File: src/logic/ufc_pkg.sv
`default_nettype none
package ufc_pkg;
    // Register map of the flow-control block on the plain register port.
    localparam int ADDR_W = 4;
    localparam logic [3:0] OFS_FLOW_CFG = 4'h0;
    localparam logic [3:0] OFS_MODEM_CTL = 4'h1;
    localparam logic [3:0] OFS_XON_CODE = 4'h2;
    localparam logic [3:0] OFS_XOFF_CODE = 4'h3;
    localparam logic [3:0] OFS_STATUS = 4'h4;
    // Field positions of flow_control_config.
    localparam int FC_TX_SOFT = 0;
    localparam int FC_TX_ANY = 1;
    localparam int FC_CTS = 2;
    localparam int FC_DSR = 3;
    localparam int FC_RX_SOFT = 4;
    localparam int FC_RTS = 5;
    localparam int FC_DTR = 6;
    localparam int FC_HDX = 7;
    // Field positions of modem_control_reg.
    localparam int MC_RX_KEEP = 1;
    localparam int MC_DTR = 4;
    localparam int MC_RTS = 5;
    // Reset values.
    localparam logic [7:0] FLOW_CFG_RST = 8'h00;
    localparam logic [7:0] MODEM_CTL_RST = 8'h00;
    localparam logic [7:0] XON_RST = 8'h11;
    localparam logic [7:0] XOFF_RST = 8'h13;
    // Timing: lead time of the transceiver enable, in bit times.
    localparam int LEAD_BITS = 2;
    localparam int BIT_CNT_W = 2;
    typedef enum logic [1:0] {
        UFC_IDLE,
        UFC_LEAD,
        UFC_SEND,
        UFC_TAIL
    } ufc_hdx_state_type;
    typedef struct packed {
        logic write;
        logic read;
        logic [ADDR_W-1:0] addr;
        logic [7:0] wdata;
    } ufc_bus_req_type;
    typedef struct packed {
        logic valid;
        logic [7:0] data;
    } ufc_char_type;
endpackage : ufc_pkg
`default_nettype wire

File: src/logic/ufc_flow_control.sv
`timescale 1ns/10ps
`default_nettype none
module ufc_flow_control #(
    parameter int BIT_DIV = 16
) (
    input wire logic ref_clk_i,
    input wire logic rst_b_i,
    input wire logic soft_rst_i,
    input wire ufc_pkg::ufc_bus_req_type bus_i,
    output logic [7:0] rdata_o,
    input wire logic cts_i,
    input wire logic dsr_i,
    input wire ufc_pkg::ufc_char_type rx_char_i,
    input wire logic fifo_halt_i,
    input wire logic fifo_resume_i,
    input wire logic tx_ready_i,
    input wire logic tx_bit_start_i,
    input wire logic tx_last_done_i,
    output logic tx_allow_o,
    output logic tx_go_o,
    output logic send_xon_o,
    output logic send_xoff_o,
    output logic rts_o,
    output logic dtr_o,
    output logic rx_enable_o
);
    import ufc_pkg::*;

    logic [7:0] flow_cfg_q;
    logic [7:0] modem_ctl_q;
    logic [7:0] xon_q;
    logic [7:0] xoff_q;
    logic xoff_seen_q;
    logic rx_halted_q;
    // Width of the bit-time divider, worked out once so that every use agrees.
    localparam int DIV_W = $clog2(BIT_DIV);
    logic [DIV_W-1:0] div_q;
    logic [BIT_CNT_W-1:0] lead_q;
    ufc_hdx_state_type hdx_q;
    ufc_hdx_state_type hdx_d;
    logic rts_d;
    logic dtr_d;

    function automatic logic hit(input logic [ADDR_W-1:0] a, input logic [3:0] ofs);
        hit = (a == ofs);
    endfunction : hit

    wire wr_cfg = bus_i.write && hit(bus_i.addr, OFS_FLOW_CFG);
    wire wr_mc = bus_i.write && hit(bus_i.addr, OFS_MODEM_CTL);
    wire wr_xon = bus_i.write && hit(bus_i.addr, OFS_XON_CODE);
    wire wr_xoff = bus_i.write && hit(bus_i.addr, OFS_XOFF_CODE);
    wire illegal_mix = bus_i.wdata[FC_TX_ANY] && bus_i.wdata[FC_TX_SOFT];
    wire [7:0] cfg_wr_val = illegal_mix ? (bus_i.wdata & 8'hFC) : bus_i.wdata;

    wire tx_soft_flow_en = flow_cfg_q[FC_TX_SOFT];
    wire tx_resume_any_en = flow_cfg_q[FC_TX_ANY];
    wire cts_en = flow_cfg_q[FC_CTS];
    wire dsr_en = flow_cfg_q[FC_DSR];
    wire rx_soft_flow_en = flow_cfg_q[FC_RX_SOFT];
    wire rts_flow_en = flow_cfg_q[FC_RTS];
    wire dtr_flow_en = flow_cfg_q[FC_DTR];
    wire half_duplex_line_en = flow_cfg_q[FC_HDX];
    wire rx_keep_enabled = modem_ctl_q[MC_RX_KEEP];

    // Received characters are compared with the codes only when matching is on.
    wire match_on = rx_soft_flow_en || tx_soft_flow_en || tx_resume_any_en;
    wire is_xoff = match_on && rx_char_i.valid && (rx_char_i.data == xoff_q);
    wire is_xon = match_on && rx_char_i.valid && (rx_char_i.data == xon_q);
    wire soft_mode = tx_soft_flow_en || tx_resume_any_en;
    wire resume_ev = tx_resume_any_en ? (rx_char_i.valid && !is_xoff) : is_xon;
    wire xoff_d = !soft_mode ? 1'b0 :
        is_xoff ? 1'b1 : (resume_ev ? 1'b0 : xoff_seen_q);
    wire hw_halt = (cts_en && cts_i) || (dsr_en && dsr_i);
    wire allow_d = !hw_halt && !xoff_d;

    wire halt_d = fifo_halt_i ? 1'b1 : (fifo_resume_i ? 1'b0 : rx_halted_q);
    // The divider runs only during the lead, so every lead starts on a fresh bit time.
    wire bit_tick = (div_q == DIV_W'(BIT_DIV - 1));

    // Transceiver sequence: idle, a lead of two bit times, send, then one tail cycle.
    // Clearing half duplex drops the sequence at once; RTS and DTR then follow the flow and manual modem control bits.
    always_comb begin
        hdx_d = hdx_q;
        case (hdx_q)
            UFC_IDLE: begin
                if (half_duplex_line_en && tx_ready_i) begin
                    hdx_d = UFC_LEAD;
                end
            end
            UFC_LEAD: begin
                if (bit_tick && lead_q == BIT_CNT_W'(LEAD_BITS - 1)) begin
                    hdx_d = UFC_SEND;
                end
            end
            UFC_SEND: begin
                if (tx_last_done_i && !tx_ready_i) begin
                    hdx_d = UFC_TAIL;
                end
            end
            UFC_TAIL: hdx_d = UFC_IDLE;
            default: hdx_d = UFC_IDLE;
        endcase
        if (!half_duplex_line_en) begin
            hdx_d = UFC_IDLE;
        end
    end

    // The next state is used so that the pins move on the same edge as the sequence.
    wire line_busy = (hdx_d == UFC_LEAD) || (hdx_d == UFC_SEND);
    wire rx_gate = rx_keep_enabled || !line_busy;

    always_comb begin
        if (half_duplex_line_en) begin
            rts_d = line_busy;
            dtr_d = !line_busy;
        end else begin
            rts_d = rts_flow_en ? halt_d : !modem_ctl_q[MC_RTS];
            dtr_d = dtr_flow_en ? halt_d : !modem_ctl_q[MC_DTR];
        end
    end

    always_ff @(posedge ref_clk_i or negedge rst_b_i) begin
        if (!rst_b_i) begin
            flow_cfg_q <= FLOW_CFG_RST;
            modem_ctl_q <= MODEM_CTL_RST;
            xon_q <= XON_RST;
            xoff_q <= XOFF_RST;
        end else if (soft_rst_i) begin
            flow_cfg_q <= FLOW_CFG_RST;
            modem_ctl_q <= MODEM_CTL_RST;
        end else begin
            if (wr_cfg) begin
                flow_cfg_q <= cfg_wr_val;
            end
            if (wr_mc) begin
                modem_ctl_q <= bus_i.wdata;
            end
            if (wr_xon) begin
                xon_q <= bus_i.wdata;
            end
            if (wr_xoff) begin
                xoff_q <= bus_i.wdata;
            end
        end
    end

    // Xoff and Xon requests are single-cycle pulses on the edges of the halt level.
    always_ff @(posedge ref_clk_i or negedge rst_b_i) begin
        if (!rst_b_i) begin
            xoff_seen_q <= 1'b0;
            tx_allow_o <= 1'b1;
            rx_halted_q <= 1'b0;
            send_xon_o <= 1'b0;
            send_xoff_o <= 1'b0;
        end else if (soft_rst_i) begin
            xoff_seen_q <= 1'b0;
            tx_allow_o <= 1'b1;
            rx_halted_q <= 1'b0;
            send_xon_o <= 1'b0;
            send_xoff_o <= 1'b0;
        end else begin
            xoff_seen_q <= xoff_d;
            tx_allow_o <= allow_d;
            rx_halted_q <= halt_d;
            send_xoff_o <= rx_soft_flow_en && halt_d && !rx_halted_q;
            send_xon_o <= rx_soft_flow_en && !halt_d && rx_halted_q;
        end
    end

    always_ff @(posedge ref_clk_i or negedge rst_b_i) begin
        if (!rst_b_i) begin
            hdx_q <= UFC_IDLE;
            div_q <= '0;
            lead_q <= '0;
            tx_go_o <= 1'b0;
            rts_o <= 1'b1;
            dtr_o <= 1'b1;
            rx_enable_o <= 1'b1;
        end else begin
            hdx_q <= hdx_d;
            div_q <= (hdx_q != UFC_LEAD || bit_tick) ? '0 : div_q + 1'b1;
            if (hdx_q != UFC_LEAD) begin
                lead_q <= '0;
            end else if (bit_tick) begin
                lead_q <= lead_q + 1'b1;
            end
            tx_go_o <= half_duplex_line_en ? (hdx_d == UFC_SEND) && allow_d : allow_d;
            rts_o <= rts_d;
            dtr_o <= dtr_d;
            rx_enable_o <= rx_gate;
        end
    end

    wire [7:0] status_val = {3'h0, hdx_q == UFC_SEND, hdx_q == UFC_LEAD,
        rx_halted_q, xoff_seen_q, tx_allow_o};

    // Unmapped reads and idle cycles return zero, so stale read data never lingers.
    always_ff @(posedge ref_clk_i or negedge rst_b_i) begin
        if (!rst_b_i) begin
            rdata_o <= 8'h00;
        end else if (bus_i.read) begin
            case (bus_i.addr)
                OFS_FLOW_CFG: rdata_o <= flow_cfg_q;
                OFS_MODEM_CTL: rdata_o <= modem_ctl_q;
                OFS_XON_CODE: rdata_o <= xon_q;
                OFS_XOFF_CODE: rdata_o <= xoff_q;
                OFS_STATUS: rdata_o <= status_val;
                default: rdata_o <= 8'h00;
            endcase
        end else begin
            rdata_o <= 8'h00;
        end
    end

    chk_cts_halts: assert property (@(posedge ref_clk_i) disable iff (!rst_b_i)
        (cts_en && cts_i && !soft_rst_i && !wr_cfg) |=> !tx_allow_o)
        else $error("Transmit allowed while CTS halts it.");
    chk_dsr_halts: assert property (@(posedge ref_clk_i) disable iff (!rst_b_i)
        (dsr_en && dsr_i && !soft_rst_i && !wr_cfg) |=> !tx_allow_o)
        else $error("Transmit allowed while DSR halts it.");
    chk_xoff_stops: assert property (@(posedge ref_clk_i) disable iff (!rst_b_i)
        (tx_soft_flow_en && is_xoff && !soft_rst_i && !wr_cfg) |=> !tx_allow_o)
        else $error("Xoff did not stop transmit.");
    chk_mix_cleared: assert property (@(posedge ref_clk_i) disable iff (!rst_b_i)
        !(flow_cfg_q[FC_TX_ANY] && flow_cfg_q[FC_TX_SOFT]))
        else $error("Xon-any and soft enable both set.");
    chk_hdx_opposite: assert property (@(posedge ref_clk_i) disable iff (!rst_b_i)
        $past(half_duplex_line_en) && !$past(soft_rst_i) |-> (rts_o != dtr_o))
        else $error("RTS and DTR not opposite in half duplex.");
    chk_lead_time: assert property (@(posedge ref_clk_i) disable iff (!rst_b_i)
        (hdx_q == UFC_IDLE && hdx_d == UFC_LEAD) |=> rts_o && !tx_go_o)
        else $error("Line not enabled ahead of transmit.");
    chk_rts_halt: assert property (@(posedge ref_clk_i) disable iff (!rst_b_i)
        (!half_duplex_line_en && rts_flow_en && fifo_halt_i && !soft_rst_i && !wr_cfg)
        |=> rts_o)
        else $error("RTS not raised at halt level.");
    chk_rx_gate: assert property (@(posedge ref_clk_i) disable iff (!rst_b_i)
        (half_duplex_line_en && !rx_keep_enabled && hdx_q == UFC_SEND
            && !soft_rst_i && !wr_cfg && !wr_mc) |=> (!rx_enable_o || !rts_o))
        else $error("Receiver enabled while driving line.");

    // Flow-controlled pins follow the receive FIFO levels one cycle later.
    chk_dtr_halt: assert property (@(posedge ref_clk_i) disable iff (!rst_b_i)
        (!half_duplex_line_en && dtr_flow_en && fifo_halt_i && !soft_rst_i && !wr_cfg)
        |=> dtr_o)
        else $error("DTR not raised at halt level.");
    chk_rts_resume: assert property (@(posedge ref_clk_i) disable iff (!rst_b_i)
        (!half_duplex_line_en && rts_flow_en && !fifo_halt_i && fifo_resume_i && !soft_rst_i
            && !wr_cfg) |=> !rts_o)
        else $error("RTS not lowered at resume level.");
    chk_dtr_resume: assert property (@(posedge ref_clk_i) disable iff (!rst_b_i)
        (!half_duplex_line_en && dtr_flow_en && !fifo_halt_i && fifo_resume_i && !soft_rst_i
            && !wr_cfg) |=> !dtr_o)
        else $error("DTR not lowered at resume level.");
    // Xoff and Xon requests accompany the halt and resume edges.
    chk_xoff_sent: assert property (@(posedge ref_clk_i) disable iff (!rst_b_i)
        (rx_soft_flow_en && fifo_halt_i && !rx_halted_q && !soft_rst_i)
        |=> send_xoff_o)
        else $error("Xoff request missing at halt level.");
    chk_xon_sent: assert property (@(posedge ref_clk_i) disable iff (!rst_b_i)
        (rx_soft_flow_en && !fifo_halt_i && fifo_resume_i && rx_halted_q && !soft_rst_i)
        |=> send_xon_o)
        else $error("Xon request missing at resume level.");
    // Half-duplex pin levels outside a transfer.
    chk_line_release: assert property (@(posedge ref_clk_i) disable iff (!rst_b_i)
        (half_duplex_line_en && hdx_q == UFC_SEND && tx_last_done_i && !tx_ready_i)
        |=> (!rts_o && dtr_o))
        else $error("Line not released after last bit.");
    chk_manual_ignored: assert property (@(posedge ref_clk_i) disable iff (!rst_b_i)
        (half_duplex_line_en && hdx_q == UFC_IDLE && !tx_ready_i)
        |=> (!rts_o && dtr_o))
        else $error("Manual pin bits acted in half duplex.");
    // Transmit gating by received characters and by soft reset.
    chk_any_resumes: assert property (@(posedge ref_clk_i) disable iff (!rst_b_i)
        (tx_resume_any_en && rx_char_i.valid && !is_xoff && !hw_halt && !soft_rst_i
            && !wr_cfg) |=> tx_allow_o)
        else $error("Any character did not resume transmit.");
    chk_xoff_holds: assert property (@(posedge ref_clk_i) disable iff (!rst_b_i)
        (tx_soft_flow_en && xoff_seen_q && !is_xon && !soft_rst_i && !wr_cfg)
        |=> !tx_allow_o)
        else $error("Transmit resumed while Xoff still holds.");
    chk_soft_reset: assert property (@(posedge ref_clk_i) disable iff (!rst_b_i)
        soft_rst_i
        |=> (flow_cfg_q == FLOW_CFG_RST && tx_allow_o && !xoff_seen_q))
        else $error("Soft reset left flow control active.");
endmodule : ufc_flow_control
`default_nettype wire

File: config.mk
export PLATFORM = sky130hd
export DESIGN_NAME = ufc_flow_control
export DESIGN_NICKNAME = d
export VERILOG_FILES = /design/src/logic/ufc_pkg.sv /design/src/logic/ufc_flow_control.sv
export SDC_FILE = /design/constraint.sdc
export NUM_CORES = 1
export LEC_CHECK = 0
export BUFFER_PORTS_ARGS = -buffer_cell sky130_fd_sc_hd__clkbuf_2
export CORE_ASPECT_RATIO = 0.7
export CORE_MARGIN = 8
export CORE_UTILIZATION = 55
export CTS_BUF_LIST = sky130_fd_sc_hd__clkbuf_8
export CTS_CLUSTER_SIZE = 24
export DETAILED_ROUTE_END_ITERATION = 10
export GPL_ROUTABILITY_DRIVEN = 0
export PLACE_DENSITY = 0.76
export SKIP_CTS_REPAIR_TIMING = 1
export SLEW_MARGIN = 20
export SYNTH_ARGS = -nofsm -noshare
export SYNTH_HDL_FRONTEND = slang
export SYNTH_SLANG_ARGS = --single-unit
File: constraint.sdc
create_clock -name ref_clk_i -period 3.75 [get_ports ref_clk_i]
set_input_delay 0.5625 -clock ref_clk_i [delete_from_list [all_inputs] [get_ports ref_clk_i]]
set_output_delay 0.5625 -clock ref_clk_i [all_outputs]
set_load 0.01 [all_outputs]
==> impl_results.md <==
* Status: finished, final reports clean
* Most frequent cells in the layout: dfrtp_1, clkbuf_2, nor2_1
* Nets at 323
* Fin area at 3300 sq um
* Initial DRC Count at 197
* # setup viols final at 0
* Die Span Y at 75.7 microns
* Vias in the first global route at 2130
* Core Region at 4830 sq um
* Setup CP Type: flip-flop to flip-flop
* Pre-CTS setup slack at 1520 ps
* Largest net degree at the start of global routing at 34
* Number of port buffers at 46
* DP HPWL at 4.90 mm
* Final worst path period need at approximately 2000 ps
* Switching share of power at 0.249
* CTS tree: yes
* Peak supply drop at 285 uV
* Post-synth EDFFs at 0
* Post-synthesis register bit count at 57
* Global route overflow at 0
* Post-synthesis sequential area ratio at 0.514
* CTS clk-pin slew, worst paths at roughly 70 ps
* Syn Area/Cell at 11.8 sq um
* Chip Width at 101 microns
* Root Buffer: clkbuf_8
* Max FO, Critical Path at 7
* IO Pins at 48
* R2R setup slack at 1800 ps
* Data required, critical path at 4020 ps
* Routed Wire Length at ~6.6 mm
* Worst min path class: input pin to asynchronous set/reset pin
* Most used flip-flop cell after synthesis: dfrtp_1
* CP Launch Type: flip-flop
* Remaining antenna violation count at 0
* Leak at around 1.5 nW
* Placed cells at 345
* Power Density at between 400 and 500 nW/um^2
* Final Skew at 7.18 ps
* Number of H-tree levels at 3
* Global-route wire length before repair at 10.7 mm
* Routed len/inst at 18.3 microns
* Slew Limit Fails at 0
* Die Footprint at 7660 sq um
* Clock buffers created by TritonCTS at 9
* Final Hold Violating Endpoints at 0
* Dpl cell area at around 3000 sq um
* Warnings, synthesis at 0
* Fmax at ~510 MHz
* Psw at 0.369 mW
* Internal at 1.11 mW
* Commonest non-fill, non-tap cell in the layout: dfrtp_1
* Pwr Total at 1.48 mW
* Site Rows at 21
* Distinct cells, synth at 50
* Sinks on Clock Net at 57
* Clock Path Buffers at 2
* Unrepaired setup endpoints after global routing: false
* Worst hold margin at 225 ps
* Initial Util at 0.578
* Total number of vias at 2094
* Routed vias/inst at 5.80
* TritonRoute pass-1 iters at 6
* Post-synthesis cell area at approximately 2800 sq um
* Synthesized Nets at about 270
* Final Core Density at 0.682
* Area delta synth->final at 18.0%
* Final period util at 0.521
* Post-route setup TNS at 0 ps
* Maxcap violations at 0
* Share of cells above drive strength 1 at 0.349
* Syn Inst Count at 236
* Clk_lat worst skew at 340 ps
* CP endpoint kind: flip-flop
* Seq pwr share at 0.472
* Worst-margin pin slew at approximately 660 ps
* FFs w/ async S/R, synth at 1.00
* Final Worst Setup Slack at 1800 ps
* Diode count at 0
* Clock power share at 0.403
* Comb pwr share at 0.126
* Overall global routing resource usage at 0.188
* Relative slew slack at 0.557
* Finished Layout Cells at 361
* Critical Path AT at 2220 ps
* Initial antenna violation count at 0
* DRC Markers at 0
==> cell families (layout without fill, tap and decap cells) <==
| group | after synthesis | count (layout) | share of synthesized area |
|---|---|---|---|
| AOI/OAI and AO/OA | 38 | 38 | 0.0917 |
| xor gates and xnor gates | 18 | 18 | 0.0564 |
| adders and majority gates | 3 | 3 | 0.0134 |
| buffers and inverters | 14 | 70 | 0.0237 |
| DFF | 57 | 57 | 0.514 |
| muxes | 32 | 32 | 0.145 |
| and+or+nand+nor | 74 | 74 | 0.156 |
==> worst paths after layout <==
path | cells after the start | end | start
worst max-delay path | 6 | rx_enable_o | div_q[0]
worst min-delay path | 1 | xoff_q[7] | rst_b_i
worst max register to register | 6 | rx_enable_o | div_q[0]
worst min register to register | 1 | div_q[0] | div_q[0]
max in group asynchronous | 2 | tx_allow_o | rst_b_i
min in group ref_clk_i | 2 | send_xoff_o | fifo_halt_i
==> cell type report <==
class,instances,area [sq um]
clock inverters,4,50.0
clock buffers,12,165
well taps,69,86.3
multi-input cells,165,1290
repair buffers,48,245
fillers,389,1540
flip-flops and latches,57,1440
inverters,6,22.5
==> power groups by stage <==
| stage | Combinational, mW | Sequential [mW] | Clock (mW) |
|---|---|---|---|
| 6_report | 0.186 | 0.700 | 0.598 |
| 4_1_cts | 0.186 | 0.699 | 0.605 |
| 3_3_place_gp | 0.182 | 0.706 | 0 |
| 3_5_place_dp | 0.185 | 0.710 | 0 |
| 5_1_grt | 0.203 | 0.704 | 0.629 |
| 2_1_floorplan | 0.118 | 0.700 | 0 |
==> Yosys cell counts, types with 3 or more instances <==
cell type,count,share of area
a211oi_1,3,0.0081
a21oi_1,15,0.027
a222oi_1,4,0.014
a22o_1,4,0.013
and3_1,4,0.0089
clkbuf_1,3,0.0040
dfrtp_1,48,0.43
dfstp_2,9,0.085
ha_1,3,0.013
inv_1,6,0.0081
mux2_1,3,0.012
mux2_2,17,0.068
mux2i_1,7,0.025
mux4_2,3,0.024
nand2_1,14,0.019
nand2b_1,3,0.0067
nand3_1,11,0.020
nor2_1,18,0.024
nor2_2,3,0.0067
nor4_1,4,0.0089
o21ai_0,4,0.0072
xnor2_1,10,0.031
xor2_1,8,0.025
==> registers in the layout (all words and copies together), names as in the netlist, 2 cells and up <==
name	flops
div_q	4
flow_cfg_q	8
hdx_q	2
lead_q	2
modem_ctl_q	8
rdata_o	8
xoff_q	8
xon_q	8
==> per-layer routing <==
layer | track usage | up-vias | part of all wire
li1 | - | 963 | -
met4 | 0.0608 | 0 | 0.024
met5 | 0 | - | 0
met1 | 0.241 | 1019 | 0.46
met2 | 0.278 | 91 | 0.43
met3 | 0.0867 | 21 | 0.088
==> worst max-delay path, stage by stage, from the launching register on <==
cell and delay [ps]:
dfrtp_1 380, ha_1 210, and3_1 330, a21oi_1 100, o21ai_0 250, ha_1 310
or2_2 290
Power figures use the tool's default switching activity.
